--- src/hdl/clk_gate_params.svh ---
// Constants of the sleep-mode clock gating controller
`ifndef CLK_GATE_PARAMS_SVH
`define CLK_GATE_PARAMS_SVH

// ------------------------------------------------------------------
// Register offsets
// ------------------------------------------------------------------
`define RUN_CFG_OFFSET  12'h060
`define RCG_OFFSET      12'h100
`define SCG_OFFSET      12'h110
`define DCG_OFFSET      12'h120
`define IRQ_STAT_OFFSET 12'h130
`define IRQ_CLR_OFFSET  12'h134
`define IRQ_EN_OFFSET   12'h138

// ------------------------------------------------------------------
// Fields and reset values
// ------------------------------------------------------------------
`define GATE_RESET      32'h00000040
`define GATE_RW_MASK    32'h00110308
`define RUN_CFG_RESET   32'h00000000
`define WDOG_BIT        3
`define ADC_BIT         16
`define PWM_BIT         20
`define RATE_LSB        8
`define RATE_MSB        9
`define AUTO_GATE_BIT   0
`define RATE_125K       2'h0
`define RATE_250K       2'h1
`define RATE_500K       2'h2
`define RATE_MAX        2'h2
`define EVT_MASK        32'h00000007

`endif

--- src/hdl/clk_gate_pkg.sv ---
// Types and field helpers of the sleep-mode clock gating controller
package clk_gate_pkg;
`include "clk_gate_params.svh"

    typedef struct packed {
        logic       pwm;
        logic       adc;
        logic [1:0] rate;
        logic       wdog;
    } gate_cfg_t;

    // Order pwm, adc, wdog: bit 0 is the watchdog
    typedef struct packed {
        logic pwm;
        logic adc;
        logic wdog;
    } unit_vec_t;

    typedef enum logic [2:0] {
        MODE_RUN   = 3'b001,
        MODE_SLEEP = 3'b010,
        MODE_DEEP  = 3'b100
    } pwr_mode_t;

    typedef enum logic [1:0] {
        BUS_IDLE   = 2'b01,
        BUS_RDWAIT = 2'b10
    } bus_state_t;

    function automatic gate_cfg_t cfg_from_word(input logic [31:0] w);
        gate_cfg_t c;
        c.pwm  = w[`PWM_BIT];
        c.adc  = w[`ADC_BIT];
        c.rate = w[`RATE_MSB:`RATE_LSB];
        c.wdog = w[`WDOG_BIT];
        return c;
    endfunction

    function automatic logic [31:0] cfg_to_word(input gate_cfg_t c);
        logic [31:0] w;
        w = 32'h00000000;
        w[`PWM_BIT] = c.pwm;
        w[`ADC_BIT] = c.adc;
        w[`RATE_MSB:`RATE_LSB] = c.rate;
        w[`WDOG_BIT] = c.wdog;
        return w;
    endfunction
endpackage

--- src/hdl/level_sync.sv ---
// Two-flop synchroniser for asynchronous level inputs
`timescale 1ns/1ps
module level_sync #(
    parameter int W = 2
) (
    input  wire logic         clk,
    input  wire logic         rst,
    input  wire logic [W-1:0] d,
    output logic      [W-1:0] q
);
    logic [W-1:0] meta_r;

    always_ff @(posedge clk) begin
        if (rst) begin
            meta_r <= '0;
            q      <= '0;
        end else begin
            meta_r <= d;
            q      <= meta_r;
        end
    end
endmodule // level_sync

--- src/hdl/clk_gate_ctrl.sv ---
// Sleep-mode clock gating controller with AHB-Lite register slave
`timescale 1ns/1ps
module clk_gate_ctrl
    import clk_gate_pkg::*;
(
    input  wire logic        MCLK,
    input  wire logic        SRST,
    input  wire logic        HSEL,
    input  wire logic [31:0] HADDR,
    input  wire logic [1:0]  HTRANS,
    input  wire logic        HWRITE,
    input  wire logic [2:0]  HSIZE,
    input  wire logic [31:0] HWDATA,
    input  wire logic        HREADY,
    output logic      [31:0] HRDATA,
    output logic             HREADYOUT,
    output logic             HRESP,
    input  wire logic        SLEEP_REQ,
    input  wire logic        DEEP_SLEEP_REQ,
    input  wire unit_vec_t   UNIT_ACCESS,
    output unit_vec_t        UNIT_FAULT,
    output unit_vec_t        UNIT_CLK_EN,
    output logic      [1:0]  ADC_RATE,
    output logic             IRQ
);
    // ------------------------------------------------------------------
    // Power mode requests from the pins
    // ------------------------------------------------------------------
    logic [1:0]  mode_req;
    logic        sleep_s;
    logic        deep_s;

    level_sync #(.W(2)) u_sync (
        .clk (MCLK),
        .rst (SRST),
        .d   ({DEEP_SLEEP_REQ, SLEEP_REQ}),
        .q   (mode_req)
    );
    assign sleep_s = mode_req[0];
    assign deep_s  = mode_req[1];

    // ------------------------------------------------------------------
    // State
    // ------------------------------------------------------------------
    bus_state_t  state_r, state_nxt;
    logic        wr_pend_r, wr_pend_nxt;
    logic [11:0] addr_r, addr_nxt;
    logic        ready_r, ready_nxt;
    logic [31:0] hrdata_r, hrdata_nxt;
    gate_cfg_t   rcg_r, rcg_nxt;
    gate_cfg_t   scg_r, scg_nxt;
    gate_cfg_t   dcg_r, dcg_nxt;
    logic        auto_gate_r, auto_gate_nxt;
    unit_vec_t   stat_r, stat_nxt;
    unit_vec_t   en_r, en_nxt;
    pwr_mode_t   mode_r, mode_nxt;
    unit_vec_t   clk_en_r, clk_en_nxt;
    logic [1:0]  rate_r, rate_nxt;
    unit_vec_t   fault_r, fault_nxt;
    logic        irq_r, irq_nxt;
    logic        acc;
    logic [31:0] rd_word;
    gate_cfg_t   act_cfg;
    unit_vec_t   clr_vec;

    assign acc = HSEL && HTRANS[1] && HREADY;

    // ------------------------------------------------------------------
    // Bus slave: writes commit in the data phase, reads take one wait
    // ------------------------------------------------------------------
    always_comb begin
        rd_word = 32'h00000000;
        unique case (addr_r)
            `RUN_CFG_OFFSET:  rd_word[`AUTO_GATE_BIT] = auto_gate_r;
            `RCG_OFFSET:      rd_word = cfg_to_word(rcg_r);
            `SCG_OFFSET:      rd_word = cfg_to_word(scg_r);
            `DCG_OFFSET:      rd_word = cfg_to_word(dcg_r);
            `IRQ_STAT_OFFSET: rd_word = {29'h0, stat_r};
            `IRQ_EN_OFFSET:   rd_word = {29'h0, en_r};
            default:          rd_word = 32'h00000000;
        endcase
    end

    always_comb begin
        state_nxt   = state_r;
        wr_pend_nxt = acc && HWRITE;
        addr_nxt    = acc ? HADDR[11:0] : addr_r;
        ready_nxt   = 1'b1;
        hrdata_nxt  = hrdata_r;
        unique case (state_r)
            BUS_IDLE: begin
                // Wait state lets a write just ahead land before the read
                if (acc && !HWRITE) begin
                    state_nxt = BUS_RDWAIT;
                    ready_nxt = 1'b0;
                end
            end
            BUS_RDWAIT: begin
                hrdata_nxt = rd_word;
                state_nxt  = BUS_IDLE;
            end
            default: begin
                state_nxt = BUS_IDLE;
            end
        endcase
    end

    always_ff @(posedge MCLK) begin
        if (SRST) begin
            state_r   <= BUS_IDLE;
            wr_pend_r <= 1'b0;
            addr_r    <= 12'h000;
            ready_r   <= 1'b1;
            hrdata_r  <= 32'h00000000;
        end else begin
            state_r   <= state_nxt;
            wr_pend_r <= wr_pend_nxt;
            addr_r    <= addr_nxt;
            ready_r   <= ready_nxt;
            hrdata_r  <= hrdata_nxt;
        end
    end

    // ------------------------------------------------------------------
    // Configuration and interrupt registers
    // ------------------------------------------------------------------
    always_comb begin
        rcg_nxt = rcg_r;
        scg_nxt = scg_r;
        dcg_nxt = dcg_r;
        auto_gate_nxt = auto_gate_r;
        en_nxt  = en_r;
        clr_vec = unit_vec_t'(3'h0);
        if (wr_pend_r) begin
            // Reserved bits are dropped by the field unpacking
            unique case (addr_r)
                `RUN_CFG_OFFSET: auto_gate_nxt = HWDATA[`AUTO_GATE_BIT];
                `RCG_OFFSET:    rcg_nxt = cfg_from_word(HWDATA);
                `SCG_OFFSET:    scg_nxt = cfg_from_word(HWDATA);
                `DCG_OFFSET:    dcg_nxt = cfg_from_word(HWDATA);
                `IRQ_EN_OFFSET: en_nxt  = unit_vec_t'(HWDATA[2:0]);
                `IRQ_CLR_OFFSET: clr_vec = unit_vec_t'(HWDATA[2:0]);
                default: ;
            endcase
        end
        // New fault beats a clear in the same cycle
        stat_nxt = unit_vec_t'((stat_r & ~clr_vec) | fault_nxt);
        irq_nxt  = |(stat_r & en_r);
    end

    always_ff @(posedge MCLK) begin
        if (SRST) begin
            rcg_r  <= cfg_from_word(`GATE_RESET);
            scg_r  <= cfg_from_word(`GATE_RESET);
            dcg_r  <= cfg_from_word(`GATE_RESET);
            auto_gate_r <= 1'(`RUN_CFG_RESET);
            stat_r <= unit_vec_t'(3'h0);
            en_r   <= unit_vec_t'(3'h0);
            irq_r  <= 1'b0;
        end else begin
            rcg_r  <= rcg_nxt;
            scg_r  <= scg_nxt;
            dcg_r  <= dcg_nxt;
            auto_gate_r <= auto_gate_nxt;
            stat_r <= stat_nxt;
            en_r   <= en_nxt;
            irq_r  <= irq_nxt;
        end
    end

    // ------------------------------------------------------------------
    // Mode selection, clock enables, rate and faults
    // ------------------------------------------------------------------
    always_comb begin
        if (auto_gate_r && deep_s) begin
            mode_nxt = MODE_DEEP;
        end else if (auto_gate_r && sleep_s) begin
            mode_nxt = MODE_SLEEP;
        end else begin
            mode_nxt = MODE_RUN;
        end
        unique case (mode_r)
            MODE_SLEEP: act_cfg = scg_r;
            MODE_DEEP:  act_cfg = dcg_r;
            default:    act_cfg = rcg_r;
        endcase
        clk_en_nxt = '{pwm: act_cfg.pwm, adc: act_cfg.adc,
                       wdog: act_cfg.wdog};
        // Above the top code the ADC still gets its fastest rate
        rate_nxt = (act_cfg.rate > `RATE_MAX) ? `RATE_MAX
                                              : act_cfg.rate;
        fault_nxt = unit_vec_t'(UNIT_ACCESS & ~clk_en_r);
    end

    always_ff @(posedge MCLK) begin
        if (SRST) begin
            mode_r   <= MODE_RUN;
            clk_en_r <= unit_vec_t'(3'h0);
            rate_r   <= `RATE_125K;
            fault_r  <= unit_vec_t'(3'h0);
        end else begin
            mode_r   <= mode_nxt;
            clk_en_r <= clk_en_nxt;
            rate_r   <= rate_nxt;
            fault_r  <= fault_nxt;
        end
    end

    assign HRDATA      = hrdata_r;
    assign HREADYOUT   = ready_r;
    assign HRESP       = 1'b0;
    assign UNIT_FAULT  = fault_r;
    assign UNIT_CLK_EN = clk_en_r;
    assign ADC_RATE    = rate_r;
    assign IRQ         = irq_r;

    unit_vec_t   fault_cause;
    unit_vec_t   scg_units;
    logic [1:0]  act_rate;
    logic        wr_scg;
    logic [31:0] wmasked;
    logic        rd_gate;
    assign fault_cause = unit_vec_t'(UNIT_ACCESS & ~UNIT_CLK_EN);
    assign scg_units   = '{pwm: scg_r.pwm, adc: scg_r.adc, wdog: scg_r.wdog};
    assign act_rate    = act_cfg.rate;
    assign wr_scg      = wr_pend_r && (addr_r == `SCG_OFFSET);
    assign wmasked     = HWDATA & `GATE_RW_MASK;
    assign rd_gate     = (state_r == BUS_RDWAIT) &&
                         (addr_r inside {`RCG_OFFSET, `SCG_OFFSET,
                                         `DCG_OFFSET});
endmodule // clk_gate_ctrl

--- config.mk ---
export PLATFORM = sky130hd
export DESIGN_NAME = clk_gate_ctrl
export DESIGN_NICKNAME = d
export VERILOG_FILES = /design/src/hdl/clk_gate_pkg.sv /design/src/hdl/level_sync.sv /design/src/hdl/clk_gate_ctrl.sv
export VERILOG_INCLUDE_DIRS = /design/src /design/src/hdl
export SDC_FILE = /design/constraint.sdc
export NUM_CORES = 1
export LEC_CHECK = 0
export ABC_AREA = 1
export BUFFER_PORTS_ARGS = -buffer_cell sky130_fd_sc_hd__buf_4
export CAP_MARGIN = 20
export CORE_ASPECT_RATIO = 1.25
export CORE_MARGIN = 1
export CORE_UTILIZATION = 45
export DETAILED_ROUTE_END_ITERATION = 7
export PLACE_DENSITY = 0.79
export SLEW_MARGIN = 20
export SYNTH_ARGS = -nofsm -noshare
export SYNTH_HDL_FRONTEND = slang
export SYNTH_SLANG_ARGS = --single-unit
--- constraint.sdc ---
create_clock -name MCLK -period 3.6 [get_ports MCLK]
set_clock_uncertainty 0.2 [all_clocks]
set_input_delay 0.36 -clock MCLK [delete_from_list [all_inputs] [get_ports MCLK]]
set_output_delay 0.36 -clock MCLK [all_outputs]
set_load 0.02 [all_outputs]
==> impl_metrics.json <==
{
  "status": "finished clean",
  "post-synth-top-area-cell": "dfxtp_1",
  "power_density_nw_per_um2": 415,
  "grt_max_degree": 35,
  "numClockSinks": 62,
  "critPathCaptureType": "flop",
  "grt_pass1_vias": 2013,
  "final_cells": 490,
  "drtPass1Iterations": 4,
  "io_pins": 122,
  "yosys.area.top_type_share_pct": 44.7,
  "crit_required_ns": 3.63,
  "synth_compound_area_share_pct": 13.3,
  "synth_fa_ha_area_share_pct": 0,
  "slowest_stage": "dfxtp_1",
  "cp_top_family": "simple AND/OR/NAND/NOR gates",
  "synth_top_family_by_area": "simple AND/OR/NAND/NOR gates",
  "final.setup.tns_ns": 0,
  "critPathArrivalTime_ns": 1.62,
  "ys_ff_latch": 62,
  "crit_chain": "nor2_4 -> nand2_4 -> nor2_4 -> nand3_2 -> o21ai_1 -> a21oi_1",
  "n_antenna_cell": 0,
  "drtIter0Drc": 172,
  "drive_gt1_share_pct": 22.1,
  "rr_worst_depth": 6,
  "maxCapViolations": 0,
  "power_mw": 1.34,
  "num_vias": 2312,
  "synth_area_per_cell_um2": 7.78,
  "antenna_left": 0,
  "ys_seq_area_share_pct": 44.7,
  "synth_area_leaders": "dfxtp_1, buf_4, nand2_1",
  "die_w_um": 72.3,
  "r2r-start": "addr_r[0]$_SDFFE_PP0P_",
  "postPlaceCellArea_um2": 3080,
  "hold_path_class": "in -> reg",
  "grt_pass1_wl_um": 8790,
  "numCtsBuffers": 9,
  "antenna_found_initial": 0,
  "total_leakage_power_nw": 1.43,
  "fmax_mhz": 628,
  "cp-endpoint": "rcg_r[4]$_SDFFE_PP0P_",
  "io_buffers": 48,
  "nets": 483,
  "critical-path-max-stage-delay_ns": 0.33,
  "wirelength_um": 5380,
  "synth_area_um2": 2780,
  "post-route-min-period_ns": 1.59,
  "start_util_pct": 47.4,
  "yosysWarnings": 0,
  "dieArea_um2": 6500,
  "clk_pin_slew_ns": 0.06,
  "placedCellCount": 475,
  "cts_tree": "yes",
  "insertion_delay_ns": 0.34,
  "reg2reg_to": "rcg_r[4]$_SDFFE_PP0P_",
  "htree_levels": 3,
  "netlist_instances": 357,
  "worstMarginPinSlew_ns": 0.771,
  "cp_common_cell": "nor2_4",
  "hold_viol": 0,
  "syn_to_final_growth_pct": 16.6,
  "viasPerCell": 4.72,
  "reg2reg_slack_ns": 2.01,
  "fp.dieH_um": 89.9,
  "clockBufferDepth": 2,
  "fin_area_um2": 3240,
  "drt-wirelength-per-cell_um": 11.0,
  "slew_violations": 0,
  "synth_xor_area_share_pct": 0,
  "grt-ovfl-total": 0,
  "path_buf_inv": 0,
  "crit_path_start_kind": "flop",
  "critical_path.startpoint": "addr_r[0]$_SDFFE_PP0P_",
  "synthSimpleGateAreaFrac_pct": 26.6,
  "rows": 31,
  "cts_hold_buf": 0,
  "worstPathMaxFanout": 10,
  "rsz0062_at_grt": "false",
  "worst-path-stages": 6,
  "gp_congestion": 0.815,
  "post_cts_resized": 0,
  "synth.distinct_cells": 33,
  "peakVddDrop_uv": 266,
  "synth_mux_area_share_pct": 0,
  "final_util_pct": 55.3,
  "slew-limit-headroom_pct": 48.4,
  "core_area_um2": 5860,
  "setup_viol": 0,
  "fin_crit_sh_pct": 44.2,
  "post_cts_buffers": 0,
  "crit_type": "reg -> reg",
  "route.detailed.drc": 0,
  "cts_root_buf": "clkbuf_8",
  "dpl.hpwl_um": 3840,
  "grt_util_all_layers_pct": 17.5
}
==> registers in the layout, summed over array words and instances, names as in the netlist <==
register	flops
ADC_RATE	2
HRDATA	8
HREADYOUT	1
IRQ	1
UNIT_CLK_EN	3
UNIT_FAULT	3
addr_r	12
auto_gate_r	1
dcg_r	5
en_r	3
mode_r	3
rcg_r	5
scg_r	5
stat_r	3
state_r	2
u_sync.meta_r	2
u_sync.q	2
wr_pend_r	1
==> through the flow <==
step,hold WS [ns],setup slack (ns)
2_1_floorplan,0.188,2.22
3_3_place_gp,0.191,1.83
3_5_place_dp,0.197,1.78
4_1_cts,0.00889,1.99
5_1_grt,0.0407,1.87
6_report,0.0171,2.01
==> layout make-up <==
type                    instances  area [um^2]
fillers                       570         2620
clock buffers                  10          128
clock inverters                 5         27.5
inverters                      46          178
multi-input cells             237         1200
flip-flops and latches         62         1240
repair buffers                 48          360
well taps                      82          103
==> cells in the final DEF, fill, tap and decap left out, drive strengths merged <==
cell type and count:
a21oi 34, a31o 3, a31oi 1, and2 1, and3 1, buf 48, clkbuf 10, clkinv 5
clkinvlp 1, conb 25, dfxtp 62, inv 45, nand2 51, nand3 37, nand4 3, nor2 42
nor3 3, nor3b 5, o21a 1, o21ai 25, o221ai 1, o22ai 4
==> worst register-to-register path: stages (launching register included) <==
cell	delay [ns]
dfxtp_1	0.33
nor2_4	0.15
nand2_4	0.11
nor2_4	0.21
nand3_2	0.23
o21ai_1	0.19
a21oi_1	0.05
==> synth_stat cells (all sizes together) <==
cell type  count
nor3           3
nand2         51
conb           1
a31o           3
and3           1
clkinv         1
o22ai          4
o21ai         25
nor3b          5
nand4          3
nor2          42
and2           1
o221ai         1
a31oi          1
buf           31
inv           45
clkbuf         5
nand3         37
a21oi         34
o21a           1
dfxtp         62
==> logic make-up (layout without fill, tap and decap cells) <==
kind of cell           after synthesis  in the layout
buffers and inverters               82            109
AO/OA/AOI/OAI                       69             69
other                                1             25
flip-flops                          62             62
AND/OR/NAND/NOR                    143            143
==> power breakdown <==
group | internal, mW | switching, mW | leakage [nW]
Sequential | 0.701 | 0.0107 | 0.504
Combinational | 0.0438 | 0.0842 | 0.841
Clock | 0.241 | 0.263 | 0.0817
==> worst min path at each step <==
stage,start,end,slack [ns],cells past startpoint
2_1_floorplan,u_sync.meta_r[0]$_SDFF_PP0_,u_sync.q[0]$_SDFF_PP0_,0.19,2
3_3_place_gp,u_sync.meta_r[1]$_SDFF_PP0_,u_sync.q[1]$_SDFF_PP0_,0.19,2
3_5_place_dp,u_sync.meta_r[0]$_SDFF_PP0_,u_sync.q[0]$_SDFF_PP0_,0.20,2
4_1_cts,DEEP_SLEEP_REQ,u_sync.meta_r[1]$_SDFF_PP0_,0.009,3
5_1_grt,HWRITE,state_r[0]$_SDFFE_PP1P_,0.04,3
6_report,DEEP_SLEEP_REQ,u_sync.meta_r[1]$_SDFF_PP0_,0.02,3
==> layer usage <==
layer | part of all wire, % | track usage (%)
met5 | 0 | 0
met4 | 1.1 | 7.84
met3 | 6.4 | 5.38
met2 | 48 | 28.1
met1 | 44 | 21.0
Power figures use the tool's default switching activity.
